--- src/core/tov_regs.vh ---
/*
 * Register map, field positions, reset values and timing constants of the
 * thermal overload alarm and trip decision block.
 * Assumes a 32-bit classic Wishbone slave port and a 200 MHz system clock.
 */
// How it works
// alarm 1 follows capacity versus its 0.1 % threshold only when enabled, default 40 %
// alarm 2 has its own enable and threshold, default 40 %
// restart inhibit has its own enable and threshold, default 80 %
// trip asserts at trip threshold (100 %) after extra delay in 5 ms steps
// blocking input is sampled once at the start of each program cycle
// pick-up with blocking inactive gives start and runs the operate delay
// pick-up while blocked gives a blocked indication and nothing else
// blocking after start clears start and releases like a pick-up drop-out
// the blocking source must arrive at least 5 ms before the delay expires
// condition code normal, alarm 1, alarm 2, inhibit, trip or blocked
// load class from current: light, normal, overloading, high overload
// bad service factor is replaced by 1.0 with a fault flag while bad
// bad ambient settings give correction 1.0 and an ambient fault flag
// bad nominal current setting is replaced by 1.0 with its fault flag
// inconsistent ambient k settings raise their own fault flag
// node behaviour on, blocked, test, test/blocked, off shown only when allowed
// resettable counters of alarm 1, alarm 2, inhibit, trip and blocked trips
// on and off events per output, stored as selected: on, off or both
// comparisons assert at capacity >= setting and release below it
`ifndef TOV_REGS_VH
`define TOV_REGS_VH

`define TOV_ADR_CTRL 8'h00
`define TOV_ADR_A1_LVL 8'h04
`define TOV_ADR_A2_LVL 8'h08
`define TOV_ADR_INH_LVL 8'h0C
`define TOV_ADR_TRIP_LVL 8'h10
`define TOV_ADR_TRIP_DLY 8'h14
`define TOV_ADR_STATUS 8'h18
`define TOV_ADR_IRQ_STAT 8'h1C
`define TOV_ADR_IRQ_MASK 8'h20
`define TOV_ADR_CNT_CLR 8'h24
`define TOV_ADR_CNT_BASE 8'h28
`define TOV_ADR_TSTAMP 8'h3C

// control register fields
`define TOV_CTRL_EN_A1 0
`define TOV_CTRL_EN_A2 1
`define TOV_CTRL_EN_INH 2
`define TOV_CTRL_ALLOW_NODE 3
`define TOV_CTRL_MODE_LO 4
`define TOV_CTRL_MODE_HI 5
`define TOV_CTRL_EVT_ON 8
`define TOV_CTRL_EVT_OFF 9
`define TOV_CTRL_RST 32'h0000_0300

// thresholds in 0.1 % units, delay in 5 ms steps
`define TOV_A1_LVL_RST 12'h190
`define TOV_A2_LVL_RST 12'h190
`define TOV_INH_LVL_RST 12'h320
`define TOV_TRIP_LVL_RST 12'h3E8
`define TOV_TRIP_DLY_RST 20'h0_0000
`define TOV_TRIP_DLY_MAX 20'hA_FC80

// per-unit values in 0.01 steps
`define TOV_UNITY 16'h0064
`define TOV_LIGHT_LOAD 16'h0001
`define TOV_HIGH_LOAD 16'h00C8

// program cycle length
`define TOV_CYCLE_NS 5000000
`define TOV_CLK_PERIOD_NS 5

// condition codes
`define TOV_COND_NORMAL 3'h0
`define TOV_COND_A1 3'h1
`define TOV_COND_A2 3'h2
`define TOV_COND_INH 3'h3
`define TOV_COND_TRIP 3'h4
`define TOV_COND_BLOCKED 3'h5

// load status codes
`define TOV_LOAD_LIGHT 2'h0
`define TOV_LOAD_NORMAL 2'h1
`define TOV_LOAD_OVER 2'h2
`define TOV_LOAD_HIGH 2'h3

// node behaviour codes and mode selector values
`define TOV_NODE_ON 3'h0
`define TOV_NODE_BLOCKED 3'h1
`define TOV_NODE_TEST 3'h2
`define TOV_NODE_TEST_BLK 3'h3
`define TOV_NODE_OFF 3'h4
`define TOV_MODE_ON 2'h0
`define TOV_MODE_TEST 2'h1

// event index: alarm 1, alarm 2, inhibit, trip, block
`define TOV_NEVT 5
`define TOV_EVT_BLK 4

`endif

--- src/core/tov_evt.v ---
/*
 * One output's edge detector and resettable activation counter.
 * Assumes a level that only changes on the system clock.
 */
`timescale 1ns/1ps
module tov_evt #(
   parameter CNT_W = 16
) (
   input wire i_sys_clk,
   input wire i_rst,
   input wire i_lvl,
   input wire i_clr,
   output reg o_on,
   output reg o_off,
   output reg [CNT_W-1:0] o_cnt
);
   reg lvl_r;

   always @(posedge i_sys_clk) begin
      if (i_rst) begin
         lvl_r <= 1'b0;
         o_on <= 1'b0;
         o_off <= 1'b0;
         o_cnt <= {CNT_W{1'b0}};
      end else begin
         lvl_r <= i_lvl;
         o_on <= i_lvl & ~lvl_r;
         o_off <= ~i_lvl & lvl_r;
         // a clear in the same cycle as an activation keeps that activation
         if (i_clr)
            o_cnt <= {{(CNT_W-1){1'b0}}, i_lvl & ~lvl_r};
         else if (i_lvl & ~lvl_r & ~(&o_cnt))
            o_cnt <= o_cnt + 1'b1;
      end
   end
endmodule // tov_evt

--- src/core/tov_top.v ---
/*
 * Thermal overload decision logic: alarm, inhibit and delayed trip outputs,
 * blocking, condition, load and setting fault reports, counters, events.
 * Assumes thermal capacity and current are computed upstream and are
 * synchronous to i_sys_clk; registers are reached over classic Wishbone.
 */
// Added by the designer: the Wishbone register port and the address map.
`timescale 1ns/1ps
`include "tov_regs.vh"
module tov_top #(
   parameter CLK_PERIOD_NS = `TOV_CLK_PERIOD_NS,
   parameter CYCLE_NS = `TOV_CYCLE_NS,
   parameter TICK_CYC = CYCLE_NS / CLK_PERIOD_NS,
   parameter CNT_W = 16
) (
   input wire i_sys_clk,
   input wire i_rst,
   input wire i_wb_cyc,
   input wire i_wb_stb,
   input wire i_wb_we,
   input wire [7:0] i_wb_adr,
   input wire [3:0] i_wb_sel,
   input wire [31:0] i_wb_dat,
   output reg [31:0] o_wb_dat,
   output reg o_wb_ack,
   input wire [11:0] i_theta,
   input wire [15:0] i_current,
   input wire [15:0] i_pickup_current,
   input wire i_block,
   input wire [15:0] i_service_factor,
   input wire i_service_factor_bad,
   input wire [15:0] i_amb_k,
   input wire i_amb_bad,
   input wire i_amb_k_inconsistent,
   input wire [15:0] i_nom_current,
   input wire i_nom_current_bad,
   output reg [15:0] o_service_factor,
   output reg [15:0] o_amb_k,
   output reg [15:0] o_nom_current,
   output reg o_alarm1,
   output reg o_alarm2,
   output reg o_inhibit,
   output reg o_trip,
   output reg o_start,
   output reg o_blocked,
   output reg [2:0] o_condition,
   output reg [1:0] o_load_status,
   output reg [3:0] o_setting_fault,
   output reg [2:0] o_node_behaviour,
   output reg o_node_visible,
   output reg [4:0] o_evt_on,
   output reg [4:0] o_evt_off,
   output reg [31:0] o_evt_time,
   output reg o_irq
);
   localparam TICK_W = 32;
   localparam [TICK_W-1:0] TICK_LAST = TICK_CYC - 1;

   reg [31:0] ctrl_r;
   reg [11:0] a1_lvl_r;
   reg [11:0] a2_lvl_r;
   reg [11:0] inh_lvl_r;
   reg [11:0] trip_lvl_r;
   reg [19:0] trip_dly_r;
   reg [9:0] irq_stat_r;
   reg [9:0] irq_mask_r;
   reg [4:0] cnt_clr_r;
   reg [TICK_W-1:0] tick_cnt_r;
   reg tick_r;
   reg [31:0] time_r;
   reg blk_s_r;
   reg pick_r;
   reg [19:0] dly_cnt_r;
   reg [31:0] rd_nxt;
   reg [2:0] cond_nxt;
   reg [1:0] load_nxt;
   reg [2:0] node_nxt;

   wire wb_req = i_wb_cyc & i_wb_stb & ~o_wb_ack;
   wire wb_wr = wb_req & i_wb_we;
   wire [31:0] wmask = {{8{i_wb_sel[3]}}, {8{i_wb_sel[2]}}, {8{i_wb_sel[1]}}, {8{i_wb_sel[0]}}};
   wire [31:0] wdat_ctrl = (ctrl_r & ~wmask) | (i_wb_dat & wmask);
   wire [4:0] lvl = {o_blocked, o_trip, o_inhibit, o_alarm2, o_alarm1};
   wire [4:0] on_p;
   wire [4:0] off_p;
   wire [CNT_W-1:0] cnt [0:`TOV_NEVT-1];
   wire [9:0] evt_set = {off_p & {5{ctrl_r[`TOV_CTRL_EVT_OFF]}}, on_p & {5{ctrl_r[`TOV_CTRL_EVT_ON]}}};
   wire pick_now = i_theta >= trip_lvl_r;
   wire [1:0] mode = ctrl_r[`TOV_CTRL_MODE_HI:`TOV_CTRL_MODE_LO];

   // program cycle tick
   always @(posedge i_sys_clk) begin
      if (i_rst) begin
         tick_cnt_r <= {TICK_W{1'b0}};
         tick_r <= 1'b0;
         time_r <= 32'h0000_0000;
      end else begin
         tick_r <= (tick_cnt_r == TICK_LAST);
         if (tick_cnt_r == TICK_LAST)
            tick_cnt_r <= {TICK_W{1'b0}};
         else
            tick_cnt_r <= tick_cnt_r + 1'b1;
         if (tick_r)
            time_r <= time_r + 32'h0000_0001;
      end
   end

   // once-per-cycle evaluation of thresholds, blocking and trip delay
   always @(posedge i_sys_clk) begin
      if (i_rst) begin
         blk_s_r <= 1'b0;
         pick_r <= 1'b0;
         dly_cnt_r <= 20'h0_0000;
         o_alarm1 <= 1'b0;
         o_alarm2 <= 1'b0;
         o_inhibit <= 1'b0;
         o_trip <= 1'b0;
         o_start <= 1'b0;
         o_blocked <= 1'b0;
      end else if (tick_r) begin
         blk_s_r <= i_block;
         // the delay counts whole cycles, so a block must lead expiry by one cycle
         o_alarm1 <= ctrl_r[`TOV_CTRL_EN_A1] & (i_theta >= a1_lvl_r) & ~i_block;
         o_alarm2 <= ctrl_r[`TOV_CTRL_EN_A2] & (i_theta >= a2_lvl_r) & ~i_block;
         o_inhibit <= ctrl_r[`TOV_CTRL_EN_INH] & (i_theta >= inh_lvl_r) & ~i_block;
         pick_r <= pick_now;
         if (!pick_now) begin
            o_start <= 1'b0;
            o_blocked <= 1'b0;
            o_trip <= 1'b0;
            dly_cnt_r <= 20'h0_0000;
         end else if (i_block) begin
            if (!o_start)
               o_blocked <= ~pick_r | o_blocked;
            o_start <= 1'b0;
            o_trip <= 1'b0;
            dly_cnt_r <= 20'h0_0000;
         end else if (!o_blocked) begin
            o_start <= 1'b1;
            if (dly_cnt_r >= trip_dly_r)
               o_trip <= 1'b1;
            else
               dly_cnt_r <= dly_cnt_r + 20'h0_0001;
         end else begin
            o_blocked <= 1'b1;
         end
      end
   end

   // condition, load and node behaviour
   always @* begin
      if (o_blocked)
         cond_nxt = `TOV_COND_BLOCKED;
      else if (o_trip)
         cond_nxt = `TOV_COND_TRIP;
      else if (o_inhibit)
         cond_nxt = `TOV_COND_INH;
      else if (o_alarm2)
         cond_nxt = `TOV_COND_A2;
      else if (o_alarm1)
         cond_nxt = `TOV_COND_A1;
      else
         cond_nxt = `TOV_COND_NORMAL;
      if (i_current < `TOV_LIGHT_LOAD)
         load_nxt = `TOV_LOAD_LIGHT;
      else if (i_current > `TOV_HIGH_LOAD)
         load_nxt = `TOV_LOAD_HIGH;
      else if (i_current > i_pickup_current)
         load_nxt = `TOV_LOAD_OVER;
      else
         load_nxt = `TOV_LOAD_NORMAL;
      case (mode)
         `TOV_MODE_ON: node_nxt = blk_s_r ? `TOV_NODE_BLOCKED : `TOV_NODE_ON;
         `TOV_MODE_TEST: node_nxt = blk_s_r ? `TOV_NODE_TEST_BLK : `TOV_NODE_TEST;
         default: node_nxt = `TOV_NODE_OFF;
      endcase
   end

   always @(posedge i_sys_clk) begin
      if (i_rst) begin
         o_condition <= `TOV_COND_NORMAL;
         o_load_status <= `TOV_LOAD_LIGHT;
         o_node_behaviour <= `TOV_NODE_OFF;
         o_node_visible <= 1'b0;
         o_setting_fault <= 4'h0;
         o_service_factor <= `TOV_UNITY;
         o_amb_k <= `TOV_UNITY;
         o_nom_current <= `TOV_UNITY;
      end else begin
         o_condition <= cond_nxt;
         o_load_status <= load_nxt;
         o_node_visible <= ctrl_r[`TOV_CTRL_ALLOW_NODE];
         o_node_behaviour <= ctrl_r[`TOV_CTRL_ALLOW_NODE] ? node_nxt : `TOV_NODE_OFF;
         o_setting_fault <= {i_amb_k_inconsistent, i_nom_current_bad, i_amb_bad, i_service_factor_bad};
         o_service_factor <= i_service_factor_bad ? `TOV_UNITY : i_service_factor;
         o_amb_k <= i_amb_bad ? `TOV_UNITY : i_amb_k;
         o_nom_current <= i_nom_current_bad ? `TOV_UNITY : i_nom_current;
      end
   end

   // edge detection and counters per output
   genvar g;
   generate
      for (g = 0; g < `TOV_NEVT; g = g + 1) begin : g_evt
         tov_evt #(
            .CNT_W(CNT_W)
         ) u_evt (
            .i_sys_clk(i_sys_clk),
            .i_rst(i_rst),
            .i_lvl(lvl[g]),
            .i_clr(cnt_clr_r[g]),
            .o_on(on_p[g]),
            .o_off(off_p[g]),
            .o_cnt(cnt[g])
         );
      end
   endgenerate

   // event outputs and time stamp of the latest stored event
   always @(posedge i_sys_clk) begin
      if (i_rst) begin
         o_evt_on <= 5'h00;
         o_evt_off <= 5'h00;
         o_evt_time <= 32'h0000_0000;
      end else begin
         o_evt_on <= evt_set[4:0];
         o_evt_off <= evt_set[9:5];
         if (|evt_set)
            o_evt_time <= time_r;
      end
   end

   // register read mux
   always @* begin
      rd_nxt = 32'h0000_0000;
      case (i_wb_adr)
         `TOV_ADR_CTRL: rd_nxt = ctrl_r;
         `TOV_ADR_A1_LVL: rd_nxt = {20'h0_0000, a1_lvl_r};
         `TOV_ADR_A2_LVL: rd_nxt = {20'h0_0000, a2_lvl_r};
         `TOV_ADR_INH_LVL: rd_nxt = {20'h0_0000, inh_lvl_r};
         `TOV_ADR_TRIP_LVL: rd_nxt = {20'h0_0000, trip_lvl_r};
         `TOV_ADR_TRIP_DLY: rd_nxt = {12'h000, trip_dly_r};
         `TOV_ADR_STATUS: rd_nxt = {12'h000, o_node_visible, o_node_behaviour, o_setting_fault,
            o_blocked, o_start, o_trip, o_inhibit, o_alarm2, o_alarm1, o_load_status, 1'b0, o_condition};
         `TOV_ADR_IRQ_STAT: rd_nxt = {22'h00_0000, irq_stat_r};
         `TOV_ADR_IRQ_MASK: rd_nxt = {22'h00_0000, irq_mask_r};
         `TOV_ADR_CNT_BASE: rd_nxt = {{(32-CNT_W){1'b0}}, cnt[0]};
         `TOV_ADR_CNT_BASE + 8'h04: rd_nxt = {{(32-CNT_W){1'b0}}, cnt[1]};
         `TOV_ADR_CNT_BASE + 8'h08: rd_nxt = {{(32-CNT_W){1'b0}}, cnt[2]};
         `TOV_ADR_CNT_BASE + 8'h0C: rd_nxt = {{(32-CNT_W){1'b0}}, cnt[3]};
         `TOV_ADR_CNT_BASE + 8'h10: rd_nxt = {{(32-CNT_W){1'b0}}, cnt[4]};
         `TOV_ADR_TSTAMP: rd_nxt = o_evt_time;
         default: rd_nxt = 32'h0000_0000;
      endcase
   end

   // wishbone slave: one wait state, ack for one cycle, unmapped reads zero
   always @(posedge i_sys_clk) begin
      if (i_rst) begin
         o_wb_ack <= 1'b0;
         o_wb_dat <= 32'h0000_0000;
         ctrl_r <= `TOV_CTRL_RST;
         a1_lvl_r <= `TOV_A1_LVL_RST;
         a2_lvl_r <= `TOV_A2_LVL_RST;
         inh_lvl_r <= `TOV_INH_LVL_RST;
         trip_lvl_r <= `TOV_TRIP_LVL_RST;
         trip_dly_r <= `TOV_TRIP_DLY_RST;
         irq_stat_r <= 10'h000;
         irq_mask_r <= 10'h000;
         cnt_clr_r <= 5'h00;
         o_irq <= 1'b0;
      end else begin
         o_wb_ack <= wb_req;
         if (wb_req)
            o_wb_dat <= rd_nxt;
         cnt_clr_r <= 5'h00;
         if (wb_wr) begin
            case (i_wb_adr)
               `TOV_ADR_CTRL: ctrl_r <= wdat_ctrl;
               `TOV_ADR_A1_LVL: a1_lvl_r <= i_wb_dat[11:0];
               `TOV_ADR_A2_LVL: a2_lvl_r <= i_wb_dat[11:0];
               `TOV_ADR_INH_LVL: inh_lvl_r <= i_wb_dat[11:0];
               `TOV_ADR_TRIP_LVL: trip_lvl_r <= i_wb_dat[11:0];
               `TOV_ADR_TRIP_DLY: trip_dly_r <= (i_wb_dat[19:0] > `TOV_TRIP_DLY_MAX) ?
                  `TOV_TRIP_DLY_MAX : i_wb_dat[19:0];
               `TOV_ADR_IRQ_MASK: irq_mask_r <= i_wb_dat[9:0];
               `TOV_ADR_CNT_CLR: cnt_clr_r <= i_wb_dat[4:0];
               default: cnt_clr_r <= 5'h00;
            endcase
         end
         // a new event wins over a write-one clear in the same cycle
         if (wb_wr && i_wb_adr == `TOV_ADR_IRQ_STAT)
            irq_stat_r <= (irq_stat_r & ~i_wb_dat[9:0]) | evt_set;
         else
            irq_stat_r <= irq_stat_r | evt_set;
         o_irq <= |(irq_stat_r & irq_mask_r);
      end
   end
endmodule // tov_top

--- config.mk ---
export PLATFORM = sky130hd
export DESIGN_NAME = tov_top
export DESIGN_NICKNAME = d
export VERILOG_FILES = /design/src/core/tov_evt.v /design/src/core/tov_top.v
export VERILOG_INCLUDE_DIRS = /design/src /design/src/core
export SDC_FILE = /design/constraint.sdc
export NUM_CORES = 1
export LEC_CHECK = 0
export ABC_AREA = 1
export BUFFER_PORTS_ARGS = -buffer_cell sky130_fd_sc_hd__buf_2
export CORE_MARGIN = 5
export CORE_UTILIZATION = 55
export DETAILED_ROUTE_END_ITERATION = 12
export HOLD_SLACK_MARGIN = 0.03
export MAX_ROUTING_LAYER = met4
export PLACE_DENSITY = 0.76
export RECOVER_POWER = 50
export SYNTH_ARGS = -nofsm -noshare
export SYNTH_HDL_FRONTEND = slang
export SYNTH_SLANG_ARGS = --single-unit
--- constraint.sdc ---
create_clock -name i_sys_clk -period 2.29 [get_ports i_sys_clk]
set_clock_uncertainty 0.1 [all_clocks]
set_input_delay 0.229 -clock i_sys_clk [delete_from_list [all_inputs] [get_ports i_sys_clk]]
set_output_delay 0.229 -clock i_sys_clk [all_outputs]
set_load 0.01 [all_outputs]
Word-level counts from Yosys, hierarchy flattened. Index checks and enable logic that the tools add are counted.

Div/mod/pow operators: 0. Muxes and demuxes: 38. $lt $le $gt $ge: 9. Bitwise operators: 57. Equality and inequality tests: 21. Shifts and indexed selects: 0. Add/subtract/negate cells: 8. Reduce and logical (&&, ||, !) cells: 39. $mul: 0.

Operators with widths (number): case mux 32 bit (15 select lines) (1); two-way mux 20 bit (5); adder 16 x 1 -> 16 bit (second input constant) (5); AND reduction 16 bit (5); adder 32 x 1 -> 32 bit (second input constant) (2); bitwise AND 32 bit (2); == test 8 x 6 -> 1 bit (second input constant) (8); greater-or-equal comparator 12 bit (4); == test 32 x 20 -> 1 bit (second input constant) (1); == test 8 x 5 -> 1 bit (second input constant) (4); inverter 32 bit (1); bitwise OR 32 bit (1); bitwise AND 1 bit (24); two-way mux 1 bit (24); OR reduction 2 bit (11); inverter 1 bit (21); adder 20 x 1 -> 20 bit (second input constant) (1); bitwise AND 10 bit (2); greater-or-equal comparator 20 bit (1); greater-than comparator 20 bit (second input constant) (1); bitwise OR 10 bit (2); OR reduction 10 bit (2); AND reduction 2 bit (9); == test 8 x 4 -> 1 bit (second input constant) (2); 20 further kinds (33).

Flip-flop bits (word level): 450. Bits in latches: 0. Bits in writable memories: 0. ROM bits: 0. Bits of input ports: 146. Memories: 0.

Longest topological paths before layout. Gate-level depths: netlist of the first run.

Depth after elaboration: 5. Mapped depth: 15. Gate-level depth less buffers: 14.

Cells and area by module. From an unflattened synthesis of the first run, not the netlist that was laid out.

Cells, all modules: 3408. Area, all modules: 23332.4 um^2.

By module, submodules not included: tov_top (cells an instance 2598, instances 1, sequential area each 7106.8 um^2, area an instance 17895.9 um^2); tov_evt (cells an instance 162, instances 5, sequential area each 380.4 um^2, area an instance 1087.3 um^2).

Worst setup path before layout of the first run. No wires, ideal clock.

Path type: reg2reg. Start point: reg trip_lvl_r[11]. End point: reg dly_cnt_r[10]. Setup slack: 344 ps. Data required time: 2058 ps. Period minus slack after synthesis: 1946 ps. Arrival time: 1714 ps. Cell stages (with the launch flop): 13. Buffers on the path: 1. Cells stage by stage: dfxtp_1 -> inv_1 -> ha_1 -> nand2_1 -> inv_1 -> nand3_1 -> nor2_1 -> nand2_1 -> a21oi_1 -> nand2_2 -> clkbuf_1 -> nand3_1 -> a21oi_1.

Word-level cells in the longest chain between the ends: 3. Elaborated cells between the ends (all ways): 5.

Ends and longest elaborated chain: start, declared (RTL line tov_top.v:63) `reg [11:0] trip_lvl_r;`; start signal, assigned (RTL line tov_top.v:266) `` trip_lvl_r <= `TOV_TRIP_LVL_RST; ``; start signal, assigned (RTL line tov_top.v:283) `` `TOV_ADR_TRIP_LVL: trip_lvl_r <= i_wb_dat[11:0]; ``; greater-or-equal comparator 12 bit (*) (RTL line tov_top.v:88) `wire pick_now = i_theta >= trip_lvl_r;`; inequality test 3 bit (no line); AND reduction 3 bit (no line); end signal, assigned (RTL line tov_top.v:143) `dly_cnt_r <= dly_cnt_r + 20'h0_0001;`; end, declared (RTL line tov_top.v:73) `reg [19:0] dly_cnt_r;`.

Mark *: on every way between the ends. The rest lies on a longest branch, timed or not. A chain may end at the register's enable or synchronous reset.

Worst setup path in the final report of the first run.
Start point: in i_current[6]. End point: reg o_load_status[1].

Word-level cells in the longest chain between the ends: 3. Elaborated cells between the ends (all ways): 6.

Ends and longest elaborated chain: start, declared (RTL line tov_top.v:27) `input wire [15:0] i_current,`; greater-than comparator 16 bit (RTL line tov_top.v:168) `else if (i_current > i_pickup_current)`; two-way mux 2 bit (RTL line tov_top.v:168); two-way mux 2 bit (RTL line tov_top.v:166) `` else if (i_current > `TOV_HIGH_LOAD) ``; end signal, assigned (RTL line tov_top.v:182) `` o_load_status <= `TOV_LOAD_LIGHT; ``; end signal, assigned (RTL line tov_top.v:191) `o_load_status <= load_nxt;`; end, declared (RTL line tov_top.v:47) `output reg [1:0] o_load_status,`.

Parallel ways exist; a longest one is shown, timed or not.

==> qor.txt, run 1 <==
outcome - finished, final reports clean
CP Class - in -> reg
# nets final - 3,925
Max Transition Viols Final - 0
Cell Pwr Density - 632.0 nW/um^2
first drt pass iteration count - 7
cell area after synthesis - 22,440 um^2
CP startpoint kind - input port
Syn. warnings - 0
Clk pin slew, worst setup/hold paths - 0.06 ns
static leakage - 11.53 nW
final WL - 78,310 um
Critical Path AT - 2.62 ns
most instantiated library cell after synthesis - nand2_1
share of synthesized flip-flops with an asynchronous set or reset - 0
Finished Layout Cells - 4,262
most frequent CP cell - dlygate4sd3_1
crit path capture - o_load_status[1]
Power Total - 17.32 mW
Slew headroom - 0.2259
Slowest-stage cell, CP - dlygate4sd3_1
area of the multi-input gates - 11,300 um^2
DP HPWL - 58,310 um
reg2reg end - dly_cnt_r[5]
Reg2Reg Depth - 12
Synth Register Bits - 450
GR Layer Usage met1 - 0.4403
Routability Congestion - 1.002
FF+latch area - 9014 um^2
clock buffer count from CTS - 48
post-synth top area cell - dfxtp_1
Final period util - 0.9762
filler instances - 3,674
vias in the first global route - 22,765
global routing usage on met3 - 0.04987
library cells used by synthesis - 47
vias per cell - 5.601
drc violations - 0
Crit Path Max Fanout - 3
CP Cell Sequence - dlygate4sd3_1, buf_2, nor2_1, nand2_1, dlygate4sd3_1, o31ai_2, buf_4, a21oi_1, dlygate4sd3_1
ranking of synthesized cells by area - dfxtp_1, nand2_1, inv_1
fraction of layout cells with a size suffix above 1 - 0.1076
Max clock buf depth - 3
Max stage delay on crit path - 0.57 ns
Top-Level Pins - 289
I/O Buffers - 288
CP startpoint - i_current[6]
Synth Flop Type - dfxtp_1
max-cap violations - 0
H-tree depth - 2
WL/cell - 18.37 um
dpl cells - 4,069
CTS Sinks - 450
1st-iter DRT viols - 2,346
final instance area - 27,410 um^2
grt peak-use layer - met2
Final Hold Fails - 0
Finished Core Util - 0.6758
final setup vio count - 0
Worst EP required - 2.67 ns
r2r setup slk - 0.08 ns
DRT antenna net count - 0
largest net degree at the start of global routing - 65
initial core utilization - 0.5532
CTS tree - yes
post-synth top area share - 0.4015
Worst Hold Class - in -> reg
Peak Freq - 447.3 MHz
Die Ht - 212.0 um
syn_nets - 3,494
most frequent cells after synthesis - nand2_1, dfxtp_1, inv_1, nor2_1, a21oi_1
Worst-Skew Late Latency - 0.59 ns
core region area - 40,550 um^2
global-route wire length before repair - 120,300 um
cells after synthesis - 3,256
GRT Resource Usage Total - 0.3444
register area share after synthesis - 0.4015
die width - 212.0 um
Avg Cell Area, Syn - 6.890 um^2
Post-synth EDFFs - 0
Site Rows - 74
total number of vias - 23,873
die area - 44,930 um^2
Worst VDD drop - 0.0005571 V
DP Area - 24,860 um^2
Worst setup EP type - register
initial antenna violation count - 1
met2 Use GR - 0.5426
Tightest Pin Transition - 1.161 ns
Root Buffer - clkbuf_16
GRT overflow - 0
worst r2r src - trip_dly_r[15]
min Tclk post-route - 2.236 ns
Layout area overhead - 22.16%
==> through the flow <==
step                      TNS [ns]  hold WS, ns  setup WS, ns
after detailed placement         0       0.3193       0.01665
after floorplan                  0       0.2356        0.3435
after global placement           0       0.3142       0.07905
final                            0       0.1316       0.05449
after global routing       -0.2183       0.1651      -0.03129
after CTS                        0      0.07261      0.005315
==> cells by family after synthesis <==
kind of cell / after synthesis / share of synthesized area
XOR/XNOR: 48 / 0.01874
AO/OA/AOI/OAI: 611 / 0.1458
flip-flops: 450 / 0.4015
AND/OR/NAND/NOR: 1501 / 0.2859
adder cells (fa/ha/maj): 92 / 0.05131
buffers and inverters: 554 / 0.09670
==> worst min-delay path by stage <==
stage / startpoint / to / slack, ns / depth (start not counted)
final: i_wb_adr[4] / cnt_clr_r[0] / 0.13 / 4
after global routing: i_wb_adr[4] / cnt_clr_r[0] / 0.17 / 4
after CTS: i_wb_sel[1] / register / 0.07 / 4
after detailed placement: i_service_factor[2] / o_service_factor[2] / 0.32 / 2
after global placement: i_nom_current[5] / o_nom_current[5] / 0.31 / 2
after floorplan: i_amb_k[2] / o_amb_k[2] / 0.24 / 1
==> critical path, delay by kind of cell <==
kind / cells / cell delay, ns
simple gates: 2 / 0.14
buf+inv: 5 / 1.98
compound gates: 2 / 0.25
==> power by group <==
group,switching (mW),total (mW),internal (mW)
logic,0.603,0.994,0.391
clock network,3.35,8.44,5.08
registers,0.0211,7.89,7.87
total,3.98,17.3,13.3
==> state kept, by name, indices dropped and copies added, names as in the netlist, 16 cells and up, named ones only <==
signal	count
g_evt.u_evt.o_cnt	80
o_evt_time	32
o_wb_dat	32
tick_cnt_r	32
time_r	32
dly_cnt_r	20
trip_dly_r	20
o_amb_k	16
o_nom_current	16
o_service_factor	16
==> per-layer routing <==
layer  part of all wire  vias up  routed length [um]
met2               0.46     1151               35810
met1               0.40    11086               31260
met3              0.092      232                7178
li1                   -    11404                   -
met4              0.052        0                4058
met5                  0        -                   0
==> layout by cell type (no fill, tap or decap), drive strengths merged <==
| cell type | Yosys | final |
|---|---|---|
| a211oi | 11 | 11 |
| a21o | 4 | 4 |
| a21oi | 298 | 298 |
| a221oi | 3 | 3 |
| a22o | 2 | 2 |
| a31oi | 18 | 18 |
| a41oi | 1 | 1 |
| buf | 51 | 237 |
| bufinv | 0 | 7 |
| clkbuf | 53 | 221 |
| clkinv | 3 | 15 |
| clkinvlp | 0 | 2 |
| dfxtp | 450 | 450 |
| diode | 0 | 4 |
| dlygate4sd3 | 0 | 95 |
| ha | 92 | 92 |
| inv | 447 | 447 |
| nand2 | 743 | 743 |
| nand3 | 181 | 181 |
| nand3b | 2 | 2 |
| nand4 | 49 | 49 |
| nor2 | 397 | 397 |
| nor3 | 84 | 84 |
| nor3b | 6 | 6 |
| nor4 | 19 | 19 |
| o2111ai | 4 | 4 |
| o211ai | 19 | 19 |
| o21a | 8 | 8 |
| o21ai | 225 | 225 |
| o21bai | 6 | 6 |
| o22ai | 7 | 7 |
| o31ai | 5 | 5 |
| or2 | 19 | 19 |
| or3 | 1 | 1 |
| xnor2 | 11 | 11 |
| xor2 | 37 | 37 |
==> cell type report <==
type                            count  share of cell area
Sequential cell                   450              0.3289
Clock buffer                       68             0.05140
Clock inverter                     21             0.01096
Tap cell                          532             0.02429
Multi-Input combinational cell   2252              0.4123
Inverter                          450             0.06172
Antenna cell                        4           0.0003652
Timing Repair Buffer              485              0.1101
==> timing repair <==
action | in CTS | in global routing
resized for setup | 1 | 19
endpoints found under the setup margin | 1 | 25
pin swaps | 2 | 8
hold endpoints to repair | 161 | 0
hold buffers | 95 | 0
setup buffers | 0 | 5
No activity file was read; power rests on OpenSTA's default activity.
==> run 2: changes to the inputs <==
- CORE_UTILIZATION: 55 -> 40
- PLACE_DENSITY: 0.76 -> default
- SLEW_MARGIN: default -> 20
==> run 2 against run 1 <==
Effect of this change: worst hold slack worse by 0.067 ns; register-to-register slack better by 0.04 ns; critical path type is now reg -> reg; sequential cell count stayed put; cell count is 5.8% higher; design area is 2.5% higher; power is 3.0% higher; sequential power hardly changed; sequential share of layout area is 0.81 points lower; first-iteration DRC count is 16% lower.
==> qor.txt, run 2 (synthesis results as in run 1) <==
Worst VDD drop - 0.0005380 V (-3.4%)
Logic pwr share - 0.058 (about the same)
Power Total - 17.84 mW (+3.0%)
DP HPWL - 61,340 um (+5.2%)
H-tree depth - 2 (unchanged)
vias in the first global route - 21,530 (-5.4%)
initial antenna violation count - 2 (+1)
Layout area overhead - 25.22%
fraction of layout cells with a size suffix above 1 - 0.1146 (+0.006975)
WL/cell - 17.85 um (-2.8%)
GRT overflow - 0 (unchanged)
Largest register FFs - 80 (unchanged)
final WL - 80,540 um (+2.8%)
clock share of power - 0.500 (+0.013)
Flop pwr share - 0.442 (-0.014)
CP Class - reg -> reg
Max Transition Viols Final - 0 (unchanged)
Finished Core Util - 0.5079 (-0.1679)
largest net degree at the start of global routing - 65 (unchanged)
1st-iter DRT viols - 1,970 (-16%)
CTS Sinks - 450 (unchanged)
Cell Pwr Density - 635.1 nW/um^2 (+0.49%)
DRT antenna net count - 0 (unchanged)
Peak Freq - 461.8 MHz (+3.2%)
final setup vio count - 0 (unchanged)
Clk pin slew, worst setup/hold paths - 0.06 ns (about the same)
Worst Hold Class - in -> reg
CTS tree - yes
total number of vias - 22,959 (-3.8%)
first drt pass iteration count - 6 (-1)
Root Buffer - clkbuf_16
max-cap violations - 0 (unchanged)
r2r setup slk - 0.12 ns (+0.04 ns)
hold_ws - 0.06454 ns (-0.06705 ns)
most common cell after layout, fill and taps aside - nand2_1
hold path cells - 4 (unchanged)
initial core utilization - 0.4056 (-0.1476)
static leakage - 11.73 nW (+1.7%)
Place WS - -0.02995 ns (-0.04660 ns)
Top-Level Pins - 289 (unchanged)
# nets final - 3,957 (+0.82%)
drc violations - 0 (unchanged)
Worst-Skew Late Latency - 0.60 ns (about the same)
Max clock buf depth - 3 (unchanged)
GRT Resource Usage Total - 0.2610 (-0.08344)
Die Ht - 246.8 um (+16%)
Crit Path Max Fanout - 16 (+13)
Slew headroom - 0.4302 (+0.2043)
Int Power - 13.72 mW (+2.8%)
PnR worst setup slack - 0.1245 ns (+0.07004 ns)
I/O Buffers - 288 (unchanged)
NetSw - 4.120 mW (+3.6%)
Reg2Reg Depth - 14 (+2)
outcome - finished, final reports clean
sw frac - 0.2309 (+0.001342)
Worst EP required - 2.72 ns (+0.05 ns)
vias per cell - 5.090 (-9.1%)
Worst setup EP type - register
global-route wire length before repair - 122,800 um (+2.0%)
Site Rows - 86 (+16%)
die width - 246.8 um (+16%)
Critical Path AT - 2.60 ns (-0.02 ns)
Tightest Pin Transition - 0.8547 ns (-0.3064 ns)
die area - 60,930 um^2 (+36%)
clock buffer count from CTS - 51 (+6.3%)
most frequent cells in the layout - nand2_1, dfxtp_1, inv_1, nor2_1, a21oi_1
min Tclk post-route - 2.165 ns (-0.07004 ns)
Final period util - 0.9456 (-0.03059)
core region area - 55,310 um^2 (+36%)
largest reg by FF count - g_evt.u_evt.o_cnt
Routability Congestion - 0.9674 (-3.4%)
Final Hold Fails - 0 (unchanged)
CP startpoint kind - register
run 2: changes by cell type in the layout (fill, tap and decap cells not counted), sizes merged:
cell,change
bufinv,+3
clkbuf,+4
buf,+22
dlygate4sd3,+3
clkinv,+3
inv,+1
diode,-2
clkinvlp,-1
run 2: metrics by stage:
step | cell area [um^2] | TNS (ns) | instances
detailed placement | 25400 | -0.1070 | 4312
CTS | 28200 | 0 | 4505
floorplan | 22440 | 0 | 3256
global route | 28090 | -0.02630 | 4511
finish | 28090 | 0 | 4511
global placement | 25400 | -0.1155 | 4312
run 2: timing repair:
item,in CTS,in global routing
pin swaps,0,9
buffers inserted,0,3
cloned,0,1
setup endpoints to repair,19,23
gates resized for setup,3,25
hold buffers,98,0
endpoints found under the hold margin,159,0
run 2: worst paths after layout:
| kind | endpoint | start |
|---|---|---|
| max | dly_cnt_r[17] | trip_lvl_r[11] |
| max reg2reg | dly_cnt_r[17] | trip_lvl_r[11] |
| min reg2reg | o_node_behaviour[0] | blk_s_r |
| min | register | i_wb_sel[3] |
run 2: final cells by class:
type,count,area (um^2)
antenna,2,5.005
clock buffer,68,1401
clock inverter,27,414.1
fill,5724,27210
inverter,450,1692
multi-input combinational,2252,11370
sequential,450,9011
tap,748,935.9
timing repair buffer,514,3263
run 2: worst max-delay path: stages, from the launching register on:
cell     delay (ns)
dfxtp_1        0.32
inv_1          0.07
ha_4           0.27
nand2_2        0.05
inv_1          0.06
nand3_2        0.09
nor2_2         0.20
nand2_2        0.12
nand2_2        0.13
buf_4          0.13
inv_1          0.06
buf_12         0.15
nor2_1         0.11
nand3_1        0.08
a21oi_1        0.14
run 2: routing by layer:
| layer | vias up | track usage | routed length, um |
|---|---|---|---|
| met5 | - | - | 0 |
| met4 | 0 | 0.06383 | 1985 |
| met3 | 136 | 0.04821 | 6618 |
| met2 | 795 | 0.4064 | 36410 |
| met1 | 10555 | 0.3539 | 35520 |
| li1 | 11473 | - | - |
run 2: power by group through the flow:
stage	sequential (mW)	combinational (mW)	clock, mW
after floorplan	8.08	0.409	0
after global placement	8.06	0.887	0
after detailed placement	8.07	0.889	0
after CTS	7.89	1.03	9.03
after global routing	7.89	1.12	9.37
final	7.89	1.03	8.92
